==> config.mk <==
export PLATFORM = sky130hd
export DESIGN_NAME = irp_pending_regs
export DESIGN_NICKNAME = d
export VERILOG_FILES = /design/src/hdl/irp_pkg.sv /design/src/hdl/irp_pending_regs.sv
export SDC_FILE = /design/constraint.sdc
export NUM_CORES = 1
export LEC_CHECK = 0
export ABC_AREA = 1
export BUFFER_PORTS_ARGS = -buffer_cell sky130_fd_sc_hd__buf_2
export CAP_MARGIN = 5
export CORE_MARGIN = 2
export CORE_UTILIZATION = 48
export DETAILED_ROUTE_END_ITERATION = 7
export HOLD_SLACK_MARGIN = 0.15
export PLACE_DENSITY_LB_ADDON = 0.1
export REMOVE_ABC_BUFFERS = 1
export SLEW_MARGIN = 0
export SYNTH_ARGS = -nofsm -noshare
export SYNTH_HDL_FRONTEND = slang
export SYNTH_SLANG_ARGS = --single-unit
==> constraint.sdc <==
create_clock -name clk_i -period 1.45 [get_ports clk_i]
set_input_delay 0.0725 -clock clk_i [delete_from_list [all_inputs] [get_ports clk_i]]
set_output_delay 0.0725 -clock clk_i [all_outputs]
set_load 0.02 [all_outputs]
==> src/hdl/irp_pkg.sv <==
package irp_pkg;
   // ----------------------------------------
   // register indices (byte address = 4 * index)
   // ----------------------------------------
   localparam logic [23:0] IDX_PEND0 = 24'hFFE030; // pending_group0, write 1 to clear
   localparam logic [23:0] IDX_SET0 = 24'hFFE031; // request_set_group0, write only
   localparam logic [23:0] IDX_PEND1 = 24'hFFE034; // pending_group1, write 1 to clear
   localparam logic [23:0] IDX_SET1 = 24'hFFE035; // request_set_group1, write only
   localparam logic [23:0] IDX_PEND2 = 24'hFFE038; // pending_group2, write 1 to clear
   localparam logic [23:0] IDX_SET2 = 24'hFFE039; // request_set_group2, write only
   localparam logic [23:0] IDX_CTRL = 24'hFFE0F0; // control
   localparam logic [23:0] IDX_EVT = 24'hFFE0F1; // event status, write 1 to clear
   localparam logic [23:0] IDX_MASK = 24'hFFE0F2; // event mask

   // ----------------------------------------
   // field positions
   // ----------------------------------------
   localparam int CTRL_GIE = 0; // global interrupt enable
   localparam int CTRL_CMP_SEL = 1; // group 1 bit 7 takes comparator
   localparam int CTRL_DBG_SEL = 2; // group 1 bit 0 takes debugger
   localparam int PIN_CMP = 7; // group 1 bit shared with comparator
   localparam int PIN_DBG = 0; // group 1 bit shared with debugger

   // ----------------------------------------
   // reset values
   // ----------------------------------------
   localparam logic [7:0] RST_PEND = 8'h00; // all pending bits clear
   localparam logic [2:0] RST_CTRL = 3'h0; // disabled, port pins selected
   localparam logic [2:0] RST_EVT = 3'h0; // no events
   localparam logic [2:0] RST_MASK = 3'h0; // all events masked
endpackage : irp_pkg

==> src/hdl/irp_pending_regs.sv <==
`timescale 1ns/1ps
module irp_pending_regs (
   input wire logic clk_i, // system clock, 125 MHz
   input wire logic rst_i, // synchronous reset, active high
   // wishbone classic slave
   input wire logic wb_cyc_i, // bus cycle
   input wire logic wb_stb_i, // strobe
   input wire logic wb_we_i, // write enable
   input wire logic [25:0] wb_adr_i, // byte address
   input wire logic [3:0] wb_sel_i, // byte lane selects
   input wire logic [31:0] wb_dat_i, // write data
   output logic [31:0] wb_dat_o, // read data
   output logic wb_ack_o, // cycle acknowledge
   // group 0 sources, one-cycle pulses
   input wire logic timer2_request_i, // timer 2
   input wire logic timer1_request_i, // timer 1
   input wire logic timer0_request_i, // timer 0
   input wire logic uart0_receive_request_i, // uart 0 receive
   input wire logic uart0_transmit_request_i, // uart 0 transmit
   input wire logic i2c_request_i, // i2c
   input wire logic spi_request_i, // spi
   input wire logic adc_request_i, // adc
   // group 1 sources, toggling levels
   input wire logic [7:0] port_pin_request_i, // port a/d pins
   input wire logic comparator_mux_request_i, // comparator level
   input wire logic debugger_mux_request_i, // on-chip debugger level
   // group 2 sources, one-cycle pulses
   input wire logic [7:0] group2_request_i, // group 2 sources
   // processor core side
   input wire logic core_ack_i, // acknowledge pulse
   input wire logic [1:0] core_ack_group_i, // acknowledged group
   input wire logic [2:0] core_ack_bit_i, // acknowledged bit
   output logic core_req_o, // vectored request level
   output logic [7:0] pending_group0_o, // group 0 pending bits
   output logic [7:0] pending_group1_o, // group 1 pending bits
   output logic [7:0] pending_group2_o, // group 2 pending bits
   output logic irq_o // unmasked event interrupt
);

   // ----------------------------------------
   // state
   // ----------------------------------------
   typedef struct packed {
      logic [7:0] pend0; // group 0 pending
      logic [7:0] pend1; // group 1 pending
      logic [7:0] pend2; // group 2 pending
      // prev1 resets low, so a pin that sits high at release
      // is counted once as a toggle on the first edge
      logic [7:0] prev1; // last selected group 1 levels
      logic [2:0] ctrl; // control bits
      logic [2:0] evt; // sticky event status
      logic [2:0] mask; // event mask
      logic ack; // bus acknowledge
      logic [31:0] rdat; // bus read data
      logic req; // core request
      logic irq; // interrupt line
   } irp_state_t;

   irp_state_t st_q; // registered state
   irp_state_t st_d; // next state

   // ----------------------------------------
   // helpers
   // ----------------------------------------
   // register hit on the word index
   // the two low address bits are ignored, registers sit on word bounds
   function automatic logic hit(input logic [25:0] adr, input logic [23:0] idx);
      hit = (adr[25:2] == idx);
   endfunction : hit

   // pending update, set wins over clear
   function automatic logic [7:0] upd(input logic [7:0] cur, input logic [7:0] set_v,
                                      input logic [7:0] clr_v);
      upd = (cur & ~clr_v) | set_v;
   endfunction : upd

   // one-hot acknowledge for one group
   // group code 3 matches no group and is ignored
   function automatic logic [7:0] ack_vec(input logic ack, input logic [1:0] grp,
                                          input logic [1:0] want, input logic [2:0] bitn);
      ack_vec = (ack && grp == want) ? (8'h01 << bitn) : 8'h00;
   endfunction : ack_vec

   // ----------------------------------------
   // combinational temporaries
   // ----------------------------------------
   logic wr_en; // write takes effect this edge
   logic rd_en; // read data captured this edge
   logic [7:0] wbyte; // low write byte, lane 0 gated
   logic [7:0] hw0; // group 0 hardware sets
   logic [7:0] sel1; // selected group 1 levels
   logic [7:0] hw1; // group 1 hardware sets
   logic [7:0] sw_set0; // group 0 software sets
   logic [7:0] sw_set1; // group 1 software sets
   logic [7:0] sw_set2; // group 2 software sets
   logic [7:0] clr0; // group 0 clears
   logic [7:0] clr1; // group 1 clears
   logic [7:0] clr2; // group 2 clears
   logic [2:0] evt_set; // event sets
   logic [2:0] evt_clr; // event clears

   // ----------------------------------------
   // next state
   // ----------------------------------------
   always_comb begin
      st_d = st_q;
      // a read is captured on the request edge so read data stands with ack
      // write acts on the edge where the master sees ack
      wr_en = wb_cyc_i && wb_stb_i && wb_we_i && st_q.ack;
      rd_en = wb_cyc_i && wb_stb_i && !st_q.ack;
      wbyte = wb_sel_i[0] ? wb_dat_i[7:0] : 8'h00;

      hw0 = {timer2_request_i, timer1_request_i, timer0_request_i, uart0_receive_request_i,
             uart0_transmit_request_i, i2c_request_i, spi_request_i, adc_request_i};

      sel1 = port_pin_request_i;
      if (st_q.ctrl[irp_pkg::CTRL_CMP_SEL]) begin
         sel1[irp_pkg::PIN_CMP] = comparator_mux_request_i;
      end
      if (st_q.ctrl[irp_pkg::CTRL_DBG_SEL]) begin
         sel1[irp_pkg::PIN_DBG] = debugger_mux_request_i;
      end
      // switching a select can look like a toggle and set the bit
      // toggle sets bit
      hw1 = sel1 ^ st_q.prev1;
      st_d.prev1 = sel1;

      sw_set0 = (wr_en && hit(wb_adr_i, irp_pkg::IDX_SET0)) ? wbyte : 8'h00;
      sw_set1 = (wr_en && hit(wb_adr_i, irp_pkg::IDX_SET1)) ? wbyte : 8'h00;
      sw_set2 = (wr_en && hit(wb_adr_i, irp_pkg::IDX_SET2)) ? wbyte : 8'h00;

      clr0 = ((wr_en && hit(wb_adr_i, irp_pkg::IDX_PEND0)) ? wbyte : 8'h00)
             | ack_vec(core_ack_i, core_ack_group_i, 2'h0, core_ack_bit_i);
      clr1 = ((wr_en && hit(wb_adr_i, irp_pkg::IDX_PEND1)) ? wbyte : 8'h00)
             | ack_vec(core_ack_i, core_ack_group_i, 2'h1, core_ack_bit_i);
      clr2 = ((wr_en && hit(wb_adr_i, irp_pkg::IDX_PEND2)) ? wbyte : 8'h00)
             | ack_vec(core_ack_i, core_ack_group_i, 2'h2, core_ack_bit_i);

      // a pulse that meets a clear still lands; only the clear is lost
      // one pulse, one latch
      st_d.pend0 = upd(st_q.pend0, hw0 | sw_set0, clr0);
      st_d.pend1 = upd(st_q.pend1, hw1 | sw_set1, clr1);
      st_d.pend2 = upd(st_q.pend2, group2_request_i | sw_set2, clr2);

      // sticky events per group, set wins
      evt_set = {|group2_request_i, |hw1, |hw0};
      evt_clr = (wr_en && hit(wb_adr_i, irp_pkg::IDX_EVT)) ? wbyte[2:0] : 3'h0;
      st_d.evt = (st_q.evt & ~evt_clr) | evt_set;

      // control and mask writes
      if (wr_en && hit(wb_adr_i, irp_pkg::IDX_CTRL)) begin
         st_d.ctrl = wbyte[2:0];
      end
      if (wr_en && hit(wb_adr_i, irp_pkg::IDX_MASK)) begin
         st_d.mask = wbyte[2:0];
      end

      // the core request lags the pending bits by one cycle
      // forward when enabled
      st_d.req = st_q.ctrl[irp_pkg::CTRL_GIE] && (|{st_q.pend0, st_q.pend1, st_q.pend2});
      st_d.irq = |(st_q.evt & st_q.mask);

      // ack never stands two cycles, so a master that drops cyc
      // right after the ack edge is never answered twice
      // bus acknowledge, one cycle, then dropped
      st_d.ack = wb_cyc_i && wb_stb_i && !st_q.ack;

      // read mux, set registers and unmapped read zero
      if (rd_en) begin
         st_d.rdat = 32'h00000000;
         if (hit(wb_adr_i, irp_pkg::IDX_PEND0)) begin
            st_d.rdat[7:0] = st_q.pend0;
         end else if (hit(wb_adr_i, irp_pkg::IDX_PEND1)) begin
            st_d.rdat[7:0] = st_q.pend1;
         end else if (hit(wb_adr_i, irp_pkg::IDX_PEND2)) begin
            st_d.rdat[7:0] = st_q.pend2;
         end else if (hit(wb_adr_i, irp_pkg::IDX_CTRL)) begin
            st_d.rdat[2:0] = st_q.ctrl;
         end else if (hit(wb_adr_i, irp_pkg::IDX_EVT)) begin
            st_d.rdat[2:0] = st_q.evt;
         end else if (hit(wb_adr_i, irp_pkg::IDX_MASK)) begin
            st_d.rdat[2:0] = st_q.mask;
         end else begin
            st_d.rdat = 32'h00000000;
         end
      end
   end

   // ----------------------------------------
   // state register
   // ----------------------------------------
   always_ff @(posedge clk_i) begin
      if (rst_i) begin
         // ack, read data and request flops start low too
         st_q <= '0;
         st_q.pend0 <= irp_pkg::RST_PEND;
         st_q.pend1 <= irp_pkg::RST_PEND;
         st_q.pend2 <= irp_pkg::RST_PEND;
         st_q.ctrl <= irp_pkg::RST_CTRL;
         st_q.evt <= irp_pkg::RST_EVT;
         st_q.mask <= irp_pkg::RST_MASK;
      end else begin
         st_q <= st_d;
      end
   end

   // ----------------------------------------
   // outputs, straight from flops
   // ----------------------------------------
   // no logic after the flops, so no output can glitch
   assign wb_dat_o = st_q.rdat;
   assign wb_ack_o = st_q.ack;
   assign core_req_o = st_q.req;
   assign pending_group0_o = st_q.pend0;
   assign pending_group1_o = st_q.pend1;
   assign pending_group2_o = st_q.pend2;
   assign irq_o = st_q.irq;

   // ----------------------------------------
   // checks
   // ----------------------------------------
   // set register raises
   chk_set0_raises: assert property (@(posedge clk_i) disable iff (rst_i)
      (wr_en && hit(wb_adr_i, irp_pkg::IDX_SET0))
      |=> ((st_q.pend0 & $past(wbyte)) == $past(wbyte)))
      else $error("group 0 set write did not raise bits");

   chk_w1c_clears: assert property (@(posedge clk_i) disable iff (rst_i)
      (wr_en && hit(wb_adr_i, irp_pkg::IDX_PEND0) && hw0 == 8'h00 && !core_ack_i)
      |=> ((st_q.pend0 & $past(wbyte)) == 8'h00))
      else $error("group 0 clear write left bits set");

   chk_src_latch: assert property (@(posedge clk_i) disable iff (rst_i)
      (hw0 != 8'h00) |=> ((st_q.pend0 & $past(hw0)) == $past(hw0)))
      else $error("group 0 source pulse not latched");

   chk_toggle_sets: assert property (@(posedge clk_i) disable iff (rst_i)
      (hw1 != 8'h00) |=> ((st_q.pend1 & $past(hw1)) == $past(hw1)))
      else $error("group 1 toggle not latched");

   chk_fwd_enabled: assert property (@(posedge clk_i) disable iff (rst_i)
      (st_q.ctrl[irp_pkg::CTRL_GIE] && st_q.pend2 != 8'h00) |=> core_req_o)
      else $error("pending request not forwarded");

   chk_polled_quiet: assert property (@(posedge clk_i) disable iff (rst_i)
      !st_q.ctrl[irp_pkg::CTRL_GIE] |=> !core_req_o)
      else $error("request forwarded while disabled");

   chk_ack_clears: assert property (@(posedge clk_i) disable iff (rst_i)
      (core_ack_i && core_ack_group_i == 2'h2 && group2_request_i == 8'h00 && !wr_en)
      |=> !st_q.pend2[$past(core_ack_bit_i)])
      else $error("acknowledged bit not cleared");

   chk_set_wins: assert property (@(posedge clk_i) disable iff (rst_i)
      ((hw0 & clr0) != 8'h00) |=> ((st_q.pend0 & $past(hw0 & clr0)) == $past(hw0 & clr0)))
      else $error("clear beat a simultaneous set");

   // ----------------------------------------
   // further checks on all three groups, the interrupt line and the bus
   // ----------------------------------------
   // set register raises
   chk_set1_raises: assert property (@(posedge clk_i) disable iff (rst_i)
      (wr_en && hit(wb_adr_i, irp_pkg::IDX_SET1))
      |=> ((st_q.pend1 & $past(wbyte)) == $past(wbyte)))
      else $error("group 1 set write did not raise bits");

   chk_set2_raises: assert property (@(posedge clk_i) disable iff (rst_i)
      (wr_en && hit(wb_adr_i, irp_pkg::IDX_SET2))
      |=> ((st_q.pend2 & $past(wbyte)) == $past(wbyte)))
      else $error("group 2 set write did not raise bits");

   chk_w1c_keeps: assert property (@(posedge clk_i) disable iff (rst_i)
      (wr_en && hit(wb_adr_i, irp_pkg::IDX_PEND0) && hw0 == 8'h00 && !core_ack_i)
      |=> ((st_q.pend0 & ~$past(wbyte)) == ($past(st_q.pend0) & ~$past(wbyte))))
      else $error("group 0 clear write changed bits written zero");

   chk_w1c_group1: assert property (@(posedge clk_i) disable iff (rst_i)
      (wr_en && hit(wb_adr_i, irp_pkg::IDX_PEND1) && hw1 == 8'h00 && !core_ack_i)
      |=> ((st_q.pend1 & $past(wbyte)) == 8'h00))
      else $error("group 1 clear write left bits set");

   chk_ack_group0: assert property (@(posedge clk_i) disable iff (rst_i)
      (core_ack_i && core_ack_group_i == 2'h0 && hw0 == 8'h00 && !wr_en)
      |=> !st_q.pend0[$past(core_ack_bit_i)])
      else $error("acknowledged group 0 bit not cleared");

   chk_ack_grp3_ignored: assert property (@(posedge clk_i) disable iff (rst_i)
      (core_ack_i && core_ack_group_i == 2'h3 && hw0 == 8'h00 && !wr_en)
      |=> (st_q.pend0 == $past(st_q.pend0)))
      else $error("acknowledge of group 3 changed group 0");

   chk_fwd_any: assert property (@(posedge clk_i) disable iff (rst_i)
      (st_q.ctrl[irp_pkg::CTRL_GIE] && (st_q.pend0 | st_q.pend1 | st_q.pend2) != 8'h00)
      |=> core_req_o)
      else $error("pending request of some group not forwarded");

   chk_cmp_select: assert property (@(posedge clk_i) disable iff (rst_i)
      (st_q.ctrl[irp_pkg::CTRL_CMP_SEL] && comparator_mux_request_i != st_q.prev1[irp_pkg::PIN_CMP])
      |=> st_q.pend1[irp_pkg::PIN_CMP])
      else $error("comparator toggle not latched");

   chk_dbg_select: assert property (@(posedge clk_i) disable iff (rst_i)
      (st_q.ctrl[irp_pkg::CTRL_DBG_SEL] && debugger_mux_request_i != st_q.prev1[irp_pkg::PIN_DBG])
      |=> st_q.pend1[irp_pkg::PIN_DBG])
      else $error("debugger toggle not latched");

   chk_set_wins_g2: assert property (@(posedge clk_i) disable iff (rst_i)
      ((group2_request_i & clr2) != 8'h00)
      |=> ((st_q.pend2 & $past(group2_request_i & clr2)) == $past(group2_request_i & clr2)))
      else $error("clear beat a simultaneous group 2 set");

   chk_pend_hold: assert property (@(posedge clk_i) disable iff (rst_i)
      ((hw0 | sw_set0 | clr0) == 8'h00) |=> $stable(st_q.pend0))
      else $error("group 0 bits changed with no set or clear");

   // interrupt line follows unmasked events
   chk_irq_level: assert property (@(posedge clk_i) disable iff (rst_i)
      1'b1 |=> (irq_o == $past(|(st_q.evt & st_q.mask))))
      else $error("interrupt line does not follow unmasked events");

   // read data upper bits stay zero
   chk_read_upper: assert property (@(posedge clk_i) disable iff (rst_i)
      wb_ack_o |-> (wb_dat_o[31:8] == 24'h000000))
      else $error("read data upper bits not zero");

   // bus acknowledge lasts one cycle
   chk_ack_single: assert property (@(posedge clk_i) disable iff (rst_i)
      wb_ack_o |=> !wb_ack_o)
      else $error("bus acknowledge held two cycles");

endmodule : irp_pending_regs

==> Word level (Yosys, flattened, before mapping) <==
Cells that the tools add are included.
{ "classes": {"n_eq_ne": 11, "shifts": 1, "n_mux": 19, "bitwise": 20, "n_reduce_logical": 24} }
{ "ops": {"columns": ["op", "n"], "rows": [
  ["== test 24 bit (second input constant)", 9],
  ["two-way mux 8 bit", 13],
  ["OR 8 bit", 9],
  ["AND 8 bit", 3],
  ["NOT 8 bit", 3],
  ["OR reduction 24 bit", 1],
  ["OR reduction 8 bit", 3],
  ["logical AND 1 bit", 17],
  ["two-way mux 3 bit", 4],
  ["left shift 1 x 3 -> 8 bit (first input constant)", 1],
  ["bitwise XOR 8 bit", 1],
  ["AND 3 bit", 2],
  ["NOT 3 bit", 1],
  ["OR 3 bit", 1],
  ["OR reduction 3 bit", 1],
  ["== test 2 x 1 -> 1 bit (second input constant)", 1],
  ["== test 2 bit (second input constant)", 1],
  ["zero test 2 bit", 1],
  ["two-way mux 1 bit", 2],
  ["zero test 1 bit", 1]
]} }
{ "totals": {"regBits": 52, "inputBits": 99, "output_inout_bits": 59, "elab_cells": 86} }

==> Longest topological paths before layout <==
{ "depth": {"word_depth": 9, "depth_mapped": 11, "ltp_nobuf": 11} }

==> Worst setup path after synthesis <==
OpenSTA, ideal clock, no wires.
{ "synth_timing": {"path_type": "reg2reg", "from": "register st_q (netlist bit wb_ack_o)", "to": "register st_q (netlist bit pending_group2_o[4])", "setup_ps": 74, "t_arrival_ps": 1422, "required_ps": 1376, "path_slack_ps": -46, "stages_incl_launch_ff": 6, "n_path_buf": 0, "synth_period_minus_slack_ps": 1496, "path_cell_list": "dfxtp_1 nand4_1 inv_2 nand4_4 or2_0 a31oi_1"} }
{ "synth_via": {"elab_chain_len": 7, "word_cells_on_any_way": 10, "classes_between": "mux (2); bitwise (5); reduce/logical (3)"} }
{ "synth_lines": {"columns": ["element", "line_no", "text"], "rows": [
  ["start: declaration", "irp_pending_regs.sv:59", "irp_state_t st_q;"],
  ["start signal: assignment", "irp_pending_regs.sv:203", "st_q <= st_d;"],
  ["logical AND 1 bit *", "irp_pending_regs.sv:109", "wr_en = wb_cyc_i && wb_stb_i && wb_we_i && st_q.ack;"],
  ["logical AND 1 bit", "irp_pending_regs.sv:136", "clr2 = ((wr_en && hit(wb_adr_i, irp_pkg::IDX_PEND2)) ? wbyte : 8'h00)"],
  ["two-way mux 8 bit", "irp_pending_regs.sv:136", null],
  ["OR 8 bit", "irp_pending_regs.sv:137", "| ack_vec(core_ack_i, core_ack_group_i, 2'h2, core_ack_bit_i);"],
  ["NOT 8 bit", "irp_pending_regs.sv:74", "upd = (cur & ~clr_v) | set_v;"],
  ["AND 8 bit", "irp_pending_regs.sv:74", null],
  ["OR 8 bit *", "irp_pending_regs.sv:74", null]
]} }
Mark *: on every way between the ends. The rest lies on a longest branch, timed or not.
A chain may end at the register's enable or synchronous reset.

==> Worst setup path in the final report <==
{ "layout_timing": {"from": "register st_q (netlist bit wb_ack_o)", "to": "register st_q (netlist bit pending_group0_o[3])"} }
{ "layout_via": {"elab_chain_len": 7, "word_cells_on_any_way": 10, "classes_between": "mux (2); bitwise (5); reduce/logical (3)"} }
{ "layout_lines": {"columns": ["element", "line_no", "text"], "rows": [
  ["logical AND 1 bit *", "irp_pending_regs.sv:109", null],
  ["logical AND 1 bit", "irp_pending_regs.sv:132", "clr0 = ((wr_en && hit(wb_adr_i, irp_pkg::IDX_PEND0)) ? wbyte : 8'h00)"],
  ["two-way mux 8 bit", "irp_pending_regs.sv:132", null],
  ["OR 8 bit", "irp_pending_regs.sv:133", "| ack_vec(core_ack_i, core_ack_group_i, 2'h0, core_ack_bit_i);"],
  ["NOT 8 bit", "irp_pending_regs.sv:74", null],
  ["AND 8 bit", "irp_pending_regs.sv:74", null],
  ["OR 8 bit *", "irp_pending_regs.sv:74", null]
]} }
Marked as above.

==> results.md <==
- Top-count cell post-synth: nand2_1
- Met2 Use GR: 0.464
- Tot GR Track Use: 0.270
- Pre-CTS WS: -0.0296 ns
- Cell area after layout: 4470 um^2
- Final WL: 10800 um
- Post-synthesis sequential area ratio: 0.300
- Buffers on Ports: 104
- RSZ-0062 raised after global routing: true
- Vias in the first global route: 3335
- Post-Synthesis Mean Instance Area: 7.21 um^2
- Max Cap Viol: 0
- GP Congestion: 0.952
- Pwr dens: 761 nW/um^2
- Layout area overhead: 29.0%
- Clock sinks: 52
- # diodes: 0
- Cell Area, Placed: 3910 um^2
- Post-synth top cells: 80 x nand2_1, 58 x buf_4, 57 x inv_1
- Worst Path Required: 1.64 ns
- Layout cells sized above 1: 0.289
- Chip height: 89.0 um
- Slew Limit Fails: 0
- Critical Path Sink Type: flop
- Latest clock arrival within the worst-skew pair: 0.31 ns
- Post-synth top area share: 0.300
- Grt total ovfl: 0
- Io pins: 158
- Setup slack after layout: 0.00992 ns
- Number of core rows: 30
- Global-route wire length before repair: 16300 um
- Final period util: 0.993
- Critical Path Fanout Max: 8
- WHS Path Cells: 5
- Leakage: 2.08 nW
- Worst-case clock buffer depth: 2
- Final cell count without fillers: 706
- Final Hold Viols: 0
- Slowest cell on crit path: dfxtp_2
- Die X: 89.0 um
- # DRC: 0
- Antenna violations before repair: 0
- Hold Crit Class: in2reg
- Vias per cell: 5.15
- Leading area contributor after synthesis: dfxtp_1
- Startpoint types: flop
- Worst setup path category: reg2reg
- Initial Util: 0.502
- CTS tree: done
- Largest net degree at the start of global routing: 22
- H-tree Lvls: 2
- Core area: 6910 um^2
- Dpl cells: 661
- Final #Nets: 708
- DR vias: 3639
- Initial DRT Pass Iterations: 5
- Clk_skew: 0.00724 ns
- Worst r2r path cells: 6
- Status: finished, final reports clean
- CTS clk-pin slew, worst paths: 0.10 ns
- Setup violations, final: 0
- Worst EP arrival: 1.63 ns
- Post-DP HPWL: 8030 um
- Ys async rst share: 0
- Root Driver: clkbuf_8
- GR Layer Usage met1: 0.360
- Number of synthesized flops with an enable pin: 0
- GRT Max-Usage Layer: met2
- Final ANT Viol Nets: 0
- Setup TNS: 0 ns
- Cell Area, Synth: 3470 um^2
- Drt wl/cell: 15.3 um
- Final min period: 1.44 ns
- Warning count from the yosys run: 0
- Peak VDD IR: 529 uV
- Initial drt markers: 242
- Cts bufs inserted: 5
- Global Route met3 Usage: 0.0360
- Top FF cell, synth: dfxtp_1
- Yosys reg bits: 52
- FMAX: 0.694 GHz
- Worst path max stage delay: 0.34 ns
- Unique masters post-synth: 38
- Largest cells by area after synthesis: dfxtp_1 30%, buf_4 13%, nand2_1 8.7%, inv_1 6.2%, nor2_1 4.8%
- Synth Instances: 481
- CP Cell Sequence: nand4_1, buf_6, nor2_4, nand3_4, o221ai_2, a21oi_2
- Die ar.: 7920 um^2
## layout make-up
class,instances,area (um^2)
repair buffers,163,1070
inverters,62,235
multi-input cells,325,1900
clock inverters,2,35.0
well taps,96,120
fillers,662,2430
flip-flops and latches,52,1040
clock buffers,6,72.6
## through the flow
stage                util  total power [mW]  hold slack, ns
global route        0.648              3.55           0.215
detailed placement  0.565              2.28           0.306
finish              0.648              3.40           0.184
global placement    0.565              2.27           0.302
CTS                 0.637              3.38           0.172
floorplan               -              1.94           0.135
## timing repair
action,4_1_cts,5_1_grt
hold buffers,37,0
endpoints found under the hold margin,25,0
pin swaps,1,20
setup endpoints to repair,7,27
resized for setup,3,23
buffers inserted,0,1
## path summary, 6_finish.rpt
| path | slack (ns) | startpoint | end |
|---|---|---|---|
| max | 0.01 | wb_ack_o$_SDFF_PP0_ | pending_group0_o[3]$_SDFF_PP0_ |
| min | 0.18 | core_ack_bit_i[2] | pending_group2_o[1]$_SDFF_PP0_ |
| max reg2reg | 0.01 | wb_ack_o$_SDFF_PP0_ | pending_group0_o[3]$_SDFF_PP0_ |
| min reg2reg | 0.47 | wb_dat_o[7]$_SDFFE_PP0P_ | wb_dat_o[7]$_SDFFE_PP0P_ |
## metal layers
layer	part of all wire	vias up
met5	0	-
met4	0.018	0
met3	0.063	23
met2	0.48	173
met1	0.44	1645
li1	-	1798
## critical path: cells and delay by family (launching register included)
kind	cells	cell delay, ns
simple gates	3	0.45
compound gates	2	0.31
flops	1	0.34
buf+inv	1	0.20
## power by group
| part | total (mW) | internal, mW | switching [mW] |
|---|---|---|---|
| logic | 0.807 | 0.336 | 0.471 |
| registers | 1.56 | 1.50 | 0.0608 |
| clock network | 1.04 | 0.514 | 0.524 |
| total | 3.40 | 2.35 | 1.06 |
## cell families after synthesis
group | share of synthesized area
AO/OA/AOI/OAI | 0.179
XOR/XNOR | 0.0202
buffers and inverters | 0.202
flip-flops | 0.300
multiplexers | 0.00577
other | 0.00108
AND/OR/NAND/NOR | 0.291
## sequential cells by signal (all words and copies together), names as in the netlist
name,cells
core_req_o,1
irq_o,1
pending_group0_o,8
pending_group1_o,8
pending_group2_o,8
st_q,17
wb_ack_o,1
wb_dat_o,8
## layout by cell type, fill, tap and decap left out, drive strengths merged
master / netlist / final
nand4: 18 / 18
xnor2: 4 / 4
nor2: 48 / 48
xor2: 4 / 4
buf: 60 / 127
dlygate4sd3: 0 / 36
nand2: 83 / 83
mux2i: 2 / 2
a31oi: 9 / 9
clkbuf: 5 / 6
or2: 1 / 1
o21bai: 21 / 21
inv: 60 / 60
a211oi: 3 / 3
a22oi: 4 / 4
bufinv: 0 / 1
nand3: 23 / 23
dfxtp: 52 / 52
nand3b: 1 / 1
nor3: 13 / 13
o21ai: 8 / 8
clkinv: 2 / 3
nor4: 11 / 11
and3: 2 / 2
o221ai: 16 / 16
o211ai: 1 / 1
conb: 1 / 24
a21oi: 29 / 29
Note: power is estimated with default switching activity, not from simulation.
